[src/rtl/nce_pkg.sv]
// Package of constants and carrier types for the noncritical exception entry block.
`default_nettype none

package nce_pkg;

  // ----------------------------------------------------------------
  // Machine state bit positions (bit 0 is the least significant).
  // ----------------------------------------------------------------
  localparam int unsigned MS_AUX_PROC_AVAIL = 25;
  localparam int unsigned MS_WAIT_STATE_EN = 18;
  localparam int unsigned MS_CRITICAL_INT_EN = 17;
  localparam int unsigned MS_EXT_INT_ENABLE = 15;
  localparam int unsigned MS_USER_MODE_FLAG = 14;
  localparam int unsigned MS_MACHINE_CHECK_EN = 12;
  localparam int unsigned MS_DBG_WAIT_EN = 10;
  localparam int unsigned MS_DBG_INT_EN = 9;
  localparam int unsigned MS_AUX_EXC_EN = 8;
  localparam int unsigned MS_INSTR_TRANSLATE_ON = 5;
  localparam int unsigned MS_DATA_TRANSLATE_ON = 4;

  // ----------------------------------------------------------------
  // Syndrome bit positions.
  // ----------------------------------------------------------------
  localparam int unsigned SY_MCHECK_INSTR_FLAG = 31;
  localparam int unsigned SY_ILLEGAL_OP_FLAG = 27;
  localparam int unsigned SY_PRIV_VIOLATION_FLAG = 26;
  localparam int unsigned SY_TRAP_FLAG = 25;

  // ----------------------------------------------------------------
  // Vector offsets and reset values.
  // ----------------------------------------------------------------
  localparam logic [15:0] VEC_EXTERNAL = 16'h0500;
  localparam logic [15:0] VEC_ALIGNMENT = 16'h0600;
  localparam logic [15:0] VEC_PROGRAM = 16'h0700;
  localparam logic [15:0] VEC_SYS_CALL = 16'h0C00;
  localparam logic [31:0] RESET_WORD = 32'h0000_0000;

  // ----------------------------------------------------------------
  // Types.
  // ----------------------------------------------------------------
  typedef enum logic [4:0] {
    EXC_NONE = 5'b0_0001,
    EXC_ALIGN = 5'b0_0010,
    EXC_PROG = 5'b0_0100,
    EXC_SYSC = 5'b0_1000,
    EXC_EXT = 5'b1_0000
  } nce_cause_t;

  typedef struct packed {
    logic valid;
    logic [31:0] pc;
    logic [31:0] next_pc;
    logic cache_block_zero;
    logic cache_read_instr;
    logic load_reserve_word;
    logic store_cond_word;
    logic [31:0] eff_addr;
    logic storage_inhibit_or_wt;
    logic illegal_opcode;
    logic privileged;
    logic mem_mgmt;
    logic trap_taken;
    logic sys_call;
    logic return_from_int;
  } nce_instr_t;

  typedef struct packed {
    logic taken;
    logic restore;
    logic [31:0] target;
    nce_cause_t cause;
  } nce_redirect_t;

  typedef struct packed {
    logic [31:0] machine_state;
    logic [31:0] save_pc;
    logic [31:0] save_state;
    logic [31:0] fault_addr;
    logic [31:0] syndrome;
    nce_redirect_t redirect;
  } nce_state_t;

endpackage

`default_nettype wire
[src/rtl/nce_entry.sv]
// Noncritical exception entry and return logic of the core.
`timescale 1ns/100ps
`default_nettype none

module nce_entry (
  input wire logic core_clk,
  input wire logic reset_n,
  input wire nce_pkg::nce_instr_t instr,
  input wire logic ext_int_req,
  input wire logic [31:0] vector_prefix_reg,
  input wire logic state_wr_en,
  input wire logic [31:0] state_wr_data,
  output logic [31:0] machine_state_reg,
  output logic [31:0] save_restore_pc,
  output logic [31:0] save_restore_state,
  output logic [31:0] fault_data_address,
  output logic [31:0] exception_syndrome,
  output nce_pkg::nce_redirect_t redirect
);

  // ----------------------------------------------------------------
  // State.
  // ----------------------------------------------------------------
  nce_pkg::nce_state_t state_reg;
  nce_pkg::nce_state_t state_next;

  logic align_fault;
  logic illegal_fault;
  logic priv_fault;
  logic trap_fault;
  logic prog_fault;
  logic ext_pending;
  logic [31:0] ms;
  logic [31:0] entry_state;

  // ----------------------------------------------------------------
  // Condition detection.
  // ----------------------------------------------------------------
  always_comb begin
    ms = state_reg.machine_state;
    align_fault = instr.valid && ((instr.cache_block_zero && instr.storage_inhibit_or_wt) ||
      ((instr.cache_read_instr || instr.load_reserve_word || instr.store_cond_word) &&
       (instr.eff_addr[1:0] != 2'b00)));
    illegal_fault = instr.valid && (instr.illegal_opcode ||
      (instr.mem_mgmt && !ms[nce_pkg::MS_INSTR_TRANSLATE_ON] &&
       !ms[nce_pkg::MS_DATA_TRANSLATE_ON]));
    priv_fault = instr.valid && instr.privileged && ms[nce_pkg::MS_USER_MODE_FLAG];
    trap_fault = instr.valid && instr.trap_taken;
    prog_fault = illegal_fault || priv_fault || trap_fault;
    // The single merged level is only honoured with the enable bit set.
    ext_pending = ext_int_req && ms[nce_pkg::MS_EXT_INT_ENABLE];
    entry_state = ms;
    entry_state[nce_pkg::MS_WAIT_STATE_EN] = 1'b0;
    entry_state[nce_pkg::MS_EXT_INT_ENABLE] = 1'b0;
    entry_state[nce_pkg::MS_USER_MODE_FLAG] = 1'b0;
    entry_state[nce_pkg::MS_DBG_WAIT_EN] = 1'b0;
    entry_state[nce_pkg::MS_INSTR_TRANSLATE_ON] = 1'b0;
    entry_state[nce_pkg::MS_DATA_TRANSLATE_ON] = 1'b0;
  end

  // ----------------------------------------------------------------
  // Next state.
  // ----------------------------------------------------------------
  always_comb begin
    state_next = state_reg;
    state_next.redirect.taken = 1'b0;
    state_next.redirect.restore = 1'b0;
    state_next.redirect.cause = nce_pkg::EXC_NONE;
    state_next.redirect.target = state_reg.redirect.target;
    if (state_wr_en) begin
      state_next.machine_state = state_wr_data;
    end
    // Fixed priority: instruction faults first, then system call, then the
    // external level, and return only when nothing is taken.
    if (align_fault) begin
      state_next.save_pc = instr.pc;
      state_next.save_state = ms;
      state_next.fault_addr = instr.eff_addr;
      state_next.machine_state = entry_state;
      state_next.redirect.taken = 1'b1;
      state_next.redirect.cause = nce_pkg::EXC_ALIGN;
      state_next.redirect.target = {vector_prefix_reg[31:16], nce_pkg::VEC_ALIGNMENT};
    end else if (prog_fault) begin
      state_next.save_pc = instr.pc;
      state_next.save_state = ms;
      state_next.machine_state = entry_state;
      state_next.syndrome = nce_pkg::RESET_WORD;
      state_next.syndrome[nce_pkg::SY_MCHECK_INSTR_FLAG] =
        state_reg.syndrome[nce_pkg::SY_MCHECK_INSTR_FLAG];
      if (illegal_fault) begin
        state_next.syndrome[nce_pkg::SY_ILLEGAL_OP_FLAG] = 1'b1;
      end else if (priv_fault) begin
        state_next.syndrome[nce_pkg::SY_PRIV_VIOLATION_FLAG] = 1'b1;
      end else begin
        state_next.syndrome[nce_pkg::SY_TRAP_FLAG] = 1'b1;
      end
      state_next.redirect.taken = 1'b1;
      state_next.redirect.cause = nce_pkg::EXC_PROG;
      state_next.redirect.target = {vector_prefix_reg[31:16], nce_pkg::VEC_PROGRAM};
    end else if (instr.valid && instr.sys_call) begin
      state_next.save_pc = instr.next_pc;
      state_next.save_state = ms;
      state_next.machine_state = entry_state;
      state_next.machine_state[nce_pkg::MS_AUX_PROC_AVAIL] = 1'b0;
      state_next.machine_state[nce_pkg::MS_AUX_EXC_EN] = 1'b0;
      state_next.redirect.taken = 1'b1;
      state_next.redirect.cause = nce_pkg::EXC_SYSC;
      state_next.redirect.target = {vector_prefix_reg[31:16], nce_pkg::VEC_SYS_CALL};
    end else if (ext_pending) begin
      // The external request is taken at an instruction boundary, so the
      // resume point is the next sequential address of the current slot.
      state_next.save_pc = instr.next_pc;
      state_next.save_state = ms;
      state_next.machine_state = entry_state;
      state_next.redirect.taken = 1'b1;
      state_next.redirect.cause = nce_pkg::EXC_EXT;
      state_next.redirect.target = {vector_prefix_reg[31:16], nce_pkg::VEC_EXTERNAL};
    end else if (instr.valid && instr.return_from_int) begin
      state_next.machine_state = state_reg.save_state;
      state_next.redirect.restore = 1'b1;
      state_next.redirect.target = state_reg.save_pc;
    end
  end

  // ----------------------------------------------------------------
  // Registers.
  // ----------------------------------------------------------------
  always_ff @(posedge core_clk) begin
    if (!reset_n) begin
      state_reg.machine_state <= nce_pkg::RESET_WORD;
      state_reg.save_pc <= nce_pkg::RESET_WORD;
      state_reg.save_state <= nce_pkg::RESET_WORD;
      state_reg.fault_addr <= nce_pkg::RESET_WORD;
      state_reg.syndrome <= nce_pkg::RESET_WORD;
      state_reg.redirect.taken <= 1'b0;
      state_reg.redirect.restore <= 1'b0;
      state_reg.redirect.target <= nce_pkg::RESET_WORD;
      state_reg.redirect.cause <= nce_pkg::EXC_NONE;
    end else begin
      state_reg <= state_next;
    end
  end

  assign machine_state_reg = state_reg.machine_state;
  assign save_restore_pc = state_reg.save_pc;
  assign save_restore_state = state_reg.save_state;
  assign fault_data_address = state_reg.fault_addr;
  assign exception_syndrome = state_reg.syndrome;
  assign redirect = state_reg.redirect;

endmodule // nce_entry

`default_nettype wire

[config.mk]
export PLATFORM = sky130hd
export DESIGN_NAME = nce_entry
export DESIGN_NICKNAME = d
export VERILOG_FILES = /design/src/rtl/nce_pkg.sv /design/src/rtl/nce_entry.sv
export SDC_FILE = /design/constraint.sdc
export NUM_CORES = 1
export LEC_CHECK = 0
export ABC_AREA = 0
export BUFFER_PORTS_ARGS = -buffer_cell sky130_fd_sc_hd__buf_2
export CAP_MARGIN = 0
export CORE_AREA = 2 2 147 149
export CTS_CLUSTER_SIZE = 24
export DETAILED_ROUTE_END_ITERATION = 7
export DIE_AREA = 0 0 149 151
export PLACE_DENSITY = 0.74
export SYNTH_ARGS = -nofsm -noshare
export SYNTH_HDL_FRONTEND = slang
export SYNTH_SLANG_ARGS = --single-unit
[constraint.sdc]
create_clock -name core_clk -period 1.8 [get_ports core_clk]
set_clock_uncertainty 0.2 [all_clocks]
set_input_delay 0.18 -clock core_clk [delete_from_list [all_inputs] [get_ports core_clk]]
set_output_delay 0.18 -clock core_clk [all_outputs]
set_load 0.05 [all_outputs]
-- Yosys cells after proc, flatten, opt, wreduce, memory -nomap -nowiden
Cells that the tools add are included.
- flip-flop bits (word level): 170
- bits in latches: 0
- RAM bits: 0
- ROM bits: 0
- memories kept: 0
- add/subtract/negate cells: 0
- multipliers: 0
- divide/modulo/power cells: 0
- order comparisons: 0
- eq/ne operators: 1
- shift operators: 0
- multiplexer cells: 21
- bitwise gates (word level): 5
- reduce and logical (&&, ||, !) cells: 34
- operators by type and width (cell ; number):
    two-way mux 64 bit ; 3
    two-way mux 37 bit ; 3
    two-way mux 32 bit ; 3
    two-way mux 90 bit ; 1
    two-way mux 33 bit ; 1
    two-way mux 26 bit ; 1
    logical AND 1 bit ; 12
    nonzero test 4 bit ; 2
    two-way mux 1 bit ; 7
    logical OR 1 bit ; 6
    nonzero test 3 bit ; 2
    two-way mux 5 bit ; 1
    NOT 1 bit ; 5
    AND reduction 5 bit ; 1
    nonzero test 5 bit ; 1
    OR reduction 5 bit ; 1
    AND reduction 4 bit ; 1
    nonzero test 2 bit ; 2
    OR reduction 4 bit ; 1
    OR reduction 3 bit ; 1
    zero test 1 bit ; 2
    two-way mux 2 bit ; 1
    inequality test 2 x 1 -> 1 bit (second input constant) ; 1
    AND reduction 2 bit ; 1
    OR reduction 2 bit ; 1

-- Logic depth before layout (Yosys ltp)
- depth after elaboration: 9
- depth in mapped cells: 7
- depth with buffers taken out: 4

-- Worst setup path before layout
OpenSTA, ideal clock, no wires.
- kind: reg-to-reg
- start: reg state_reg, in the netlist machine_state_reg[5]
- end: reg state_reg, in the netlist machine_state_reg[11]
- data arrival time: 1.510 ns
- data required time: 1.541 ns
- setup slack: 0.032 ns
- cell stages (with the launch flop): 6
- path buffers: 1
- period minus slack after synthesis: 1.768 ns
- cell sequence: dfxtp_1 nor3b_2 o41a_1 nor3_4 buf_6 o221a_2
- cells in the longest elaborated chain, start to end: 9
- ends and longest elaborated chain (item ; RTL line ; source):
    start, declared ; nce_entry.sv:24 ; nce_pkg::nce_state_t state_reg;
    start signal, assigned ; nce_entry.sv:140 ; state_reg <= state_next;
    zero test 1 bit ; nce_entry.sv:45 ; (instr.mem_mgmt && !ms[nce_pkg::MS_INSTR_TRANSLATE_ON] &&
    logical AND 1 bit (2 in a row) ; nce_entry.sv:45 ;
    logical OR 1 bit ; nce_entry.sv:44 ; illegal_fault = instr.valid && (instr.illegal_opcode ||
    logical AND 1 bit ; nce_entry.sv:44 ;
    logical OR 1 bit (2 in a row) ; nce_entry.sv:49 ; prog_fault = illegal_fault || priv_fault || trap_fault;
    NOT 1 bit (no source line) ; n/a ;
    AND reduction 5 bit (no source line) ; n/a ;
No other way between the ends.
A chain may end at the register's enable or synchronous reset.

-- Worst setup path in the final report
- start: reg state_reg, in the netlist machine_state_reg[4]
- end: reg state_reg, in the netlist save_restore_pc[30]
- cells in the longest elaborated chain, start to end: 8
- elaborated cells between the ends (all ways): 9
- classes of those cells: 2 x mux; 7 x reduce/logical
- ends and longest elaborated chain (item ; RTL line ; source):
    zero test 1 bit (*) ; nce_entry.sv:46 ; !ms[nce_pkg::MS_DATA_TRANSLATE_ON]));
    logical AND 1 bit (*) ; nce_entry.sv:45 ;
    logical OR 1 bit (*) ; nce_entry.sv:44 ;
    logical AND 1 bit (*) ; nce_entry.sv:44 ;
    logical OR 1 bit (*) (2 in a row) ; nce_entry.sv:49 ;
    two-way mux 64 bit ; nce_entry.sv:83 ; end else if (prog_fault) begin
    two-way mux 64 bit ; nce_entry.sv:75 ; if (align_fault) begin
Mark *: on every way between the ends. The rest lies on a longest branch, timed or not.

==> reports/results.ini <==
[global_routing]
grt_pass1_vias=7995
track_usage=0.231
grt_max_degree=77
grt-ovfl-total=0
grt_pass1_wl_um=40900
grt_antenna_before_repair=1

[placed_design]
globalplace.congestion=0.818
hpwl_um=16800
placed_cells=1399
port_buffers=329

[synth]
avgSynthCellArea_um2=8.97
ys_types=42
synth_seq_cells=170
yosysSeqAreaShare=0.444
synth_edf_count=0
synthFlopType=dfxtp_1
async_reset_ff_frac=0
synthCells=855
synth_warnings=0
syn_area_um2=7670

[clock_tree]
h-tree-depth=4
root_buffer=clkbuf_16
cts_tree=yes
clock_sinks=170
numCtsBuffers=17
clockBufferDepth=2
clkTransAtPathRegs_ns=0.07
insertion_delay_ns=0.42

[layout]
nNetsFinal=1468
top_register=redirect
drive_gt1_frac=0.386
largest_register_ff_count=39
utilization=0.585
final_cell_count_no_fill=1582
area_delta_synth_final_pct=58.9

[worst_hold_path]
hp-class=input port to flop
hold_start=instr[5]
hold_depth=4

[detailed_routing]
drc_errors=0
wl_per_cell_um=18.3
vias=8065
ant_nets=0
wirelength_um=28900
dr.pass1.iters=5
drt-initial-drc-count=389
via_per_inst=5.10

[sta]
timing.hold.ws_ns=0.00349
slew_viol_final=0
period_minus_slack_ns=1.93
timing.fmax_mhz=517
rsz0062_at_grt=yes
hold_viol_final=0
fin_crit_sh=1.07
finalSetupViolCount=112
setup_slack_ns=-0.134

[worst_setup_path]
cp-startpoint=machine_state_reg[4]$_SDFFE_PP0P_
endpoint_kind=flop
worstRegToRegCells=6
arrival_ns=2.02
worstPathRequired_ns=1.88
worstSetupPathType=flop to flop
path_max_fanout=17
r2r-start=machine_state_reg[4]$_SDFFE_PP0P_
startpoint_type=flop

[status]
violations=negative setup slack
outcome=complete, but fails checks

[die]
rows=53
die_x_um=149
initial_core_util=0.368
coreArea_um2=20800
die_h_um=151
fp.dieArea_um2=22500
ioPinCount=375

[power_and_ir_drop]
ir_drop_v=0.000511
p_leak_uw=0.00598
power_density_nw_per_um2=899

[run]
maxCapViolations=0

==> cells in the final DEF, fill, tap and decap left out, types with 2 or more instances in the layout <==
cell,instances
mux2_2,4
clkbuf_1,2
diode_2,2
buf_4,30
inv_1,25
clkbuf_8,2
o221a_2,2
a21oi_1,66
conb_1,29
a211oi_1,16
o21a_1,2
inv_6,3
nand2_1,162
buf_12,18
and2_1,3
o211a_1,16
bufinv_16,2
o221a_4,22
a211oi_2,22
clkbuf_16,25
a311oi_1,2
nor3_1,2
buf_6,3
nand4_1,17
dfxtp_1,168
clkinvlp_4,5
o21ai_1,2
a31oi_1,24
buf_2,328
buf_16,2
a21oi_2,15
nand3_1,3
dfxtp_2,2
mux2i_1,88
nor2_1,36
dlygate4sd3_1,134
==> cells by family (layout without fill, tap and decap cells) <==
group | Yosys count | in the layout | synth area share
AOI/OAI and AO/OA | 198 | 198 | 0.184
DFF | 170 | 170 | 0.444
muxes | 92 | 92 | 0.121
and+or+nand+nor | 234 | 234 | 0.130
buffers and inverters | 160 | 582 | 0.121
other | 1 | 31 | 0.000489
==> Yosys cell counts (2+ instances only) <==
master    count  area share
buf_4        69       0.068
o21ai_0       2      0.0013
mux2i_1      88        0.11
a311oi_1      2      0.0023
o221a_2      24       0.035
nor3_1        2      0.0013
o211a_1      16       0.021
mux2_2        4      0.0059
a211oi_1     38       0.037
nand4_1      17       0.014
o21a_1        2      0.0020
nand3_1       3      0.0020
inv_1        25       0.012
clkbuf_4      3      0.0029
clkbuf_1     36       0.018
and2_1        4      0.0033
a31oi_1      25       0.020
buf_6         4      0.0059
a21oi_1      81       0.053
and3_1        2      0.0016
nand2_1     163       0.080
buf_2        21       0.014
dfxtp_1     170        0.44
nor2_1       36       0.018
==> metrics by stage <==
stage	area (um^2)	power [uW]	setup TNS, ns	worst slack [ns]
4_1_cts	11700	10800	-2.78	-0.0875
6_report	12200	11000	-7.27	-0.134
3_3_place_gp	9500	6670	-21.32	-0.227
3_5_place_dp	9500	6700	-22.74	-0.270
2_1_floorplan	7770	6060	0	0.0317
5_1_grt	12200	11400	-14.43	-0.200
==> path summary, 6_finish.rpt <==
check | end | slack [ns]
setup reg to reg | save_restore_pc[30]$_SDFFE_PN0P_ | -0.13
hold / removal | exception_syndrome[26]$_SDFFE_PN0P_ | 0.003
hold reg to reg | fault_data_address[7]$_SDFFE_PN0P_ | 0.25
setup / recovery | save_restore_pc[30]$_SDFFE_PN0P_ | -0.13
==> power breakdown <==
group	switching (uW)	internal (uW)	total [uW]
sequential	183	4000	4180
clock	1630	2150	3770
combinational	1920	1090	3000
total	3730	7230	11000
==> worst max-delay path: stages, from the launching register on <==
cell,delay [ns]
dfxtp_2,0.35
nor3b_4,0.07
o41a_1,0.44
buf_6,0.15
nor2_4,0.24
clkbuf_16,0.26
a211oi_2,0.08
==> final cells by class <==
| class | instances | area (um^2) |
|---|---|---|
| diodes | 2 | 5.00 |
| clock buffers | 21 | 460 |
| clock inverters | 11 | 135 |
| fillers | 1726 | 8640 |
| inverters | 26 | 97.6 |
| multi-input cells | 553 | 3870 |
| flip-flops and latches | 170 | 3410 |
| well taps | 275 | 344 |
| repair buffers | 524 | 3870 |
==> timing repair <==
action                     4_1_cts  5_1_grt
setup endpoints to repair      131      129
gates cloned                     2        8
pin swaps                       16        8
hold endpoints to repair       110        1
hold buffers                   133        1
buffers inserted                 5        6
resized for setup               38       48
==> metal layers <==
| metal | GRT usage | vias up | share of wire |
|---|---|---|---|
| met5 | 0 | - | 0 |
| met3 | 0.0491 | 62 | 0.061 |
| met1 | 0.261 | 3846 | 0.39 |
| met4 | 0.105 | 0 | 0.033 |
| li1 | - | 3780 | - |
| met2 | 0.419 | 377 | 0.52 |
(Power assumes the default switching activity.)
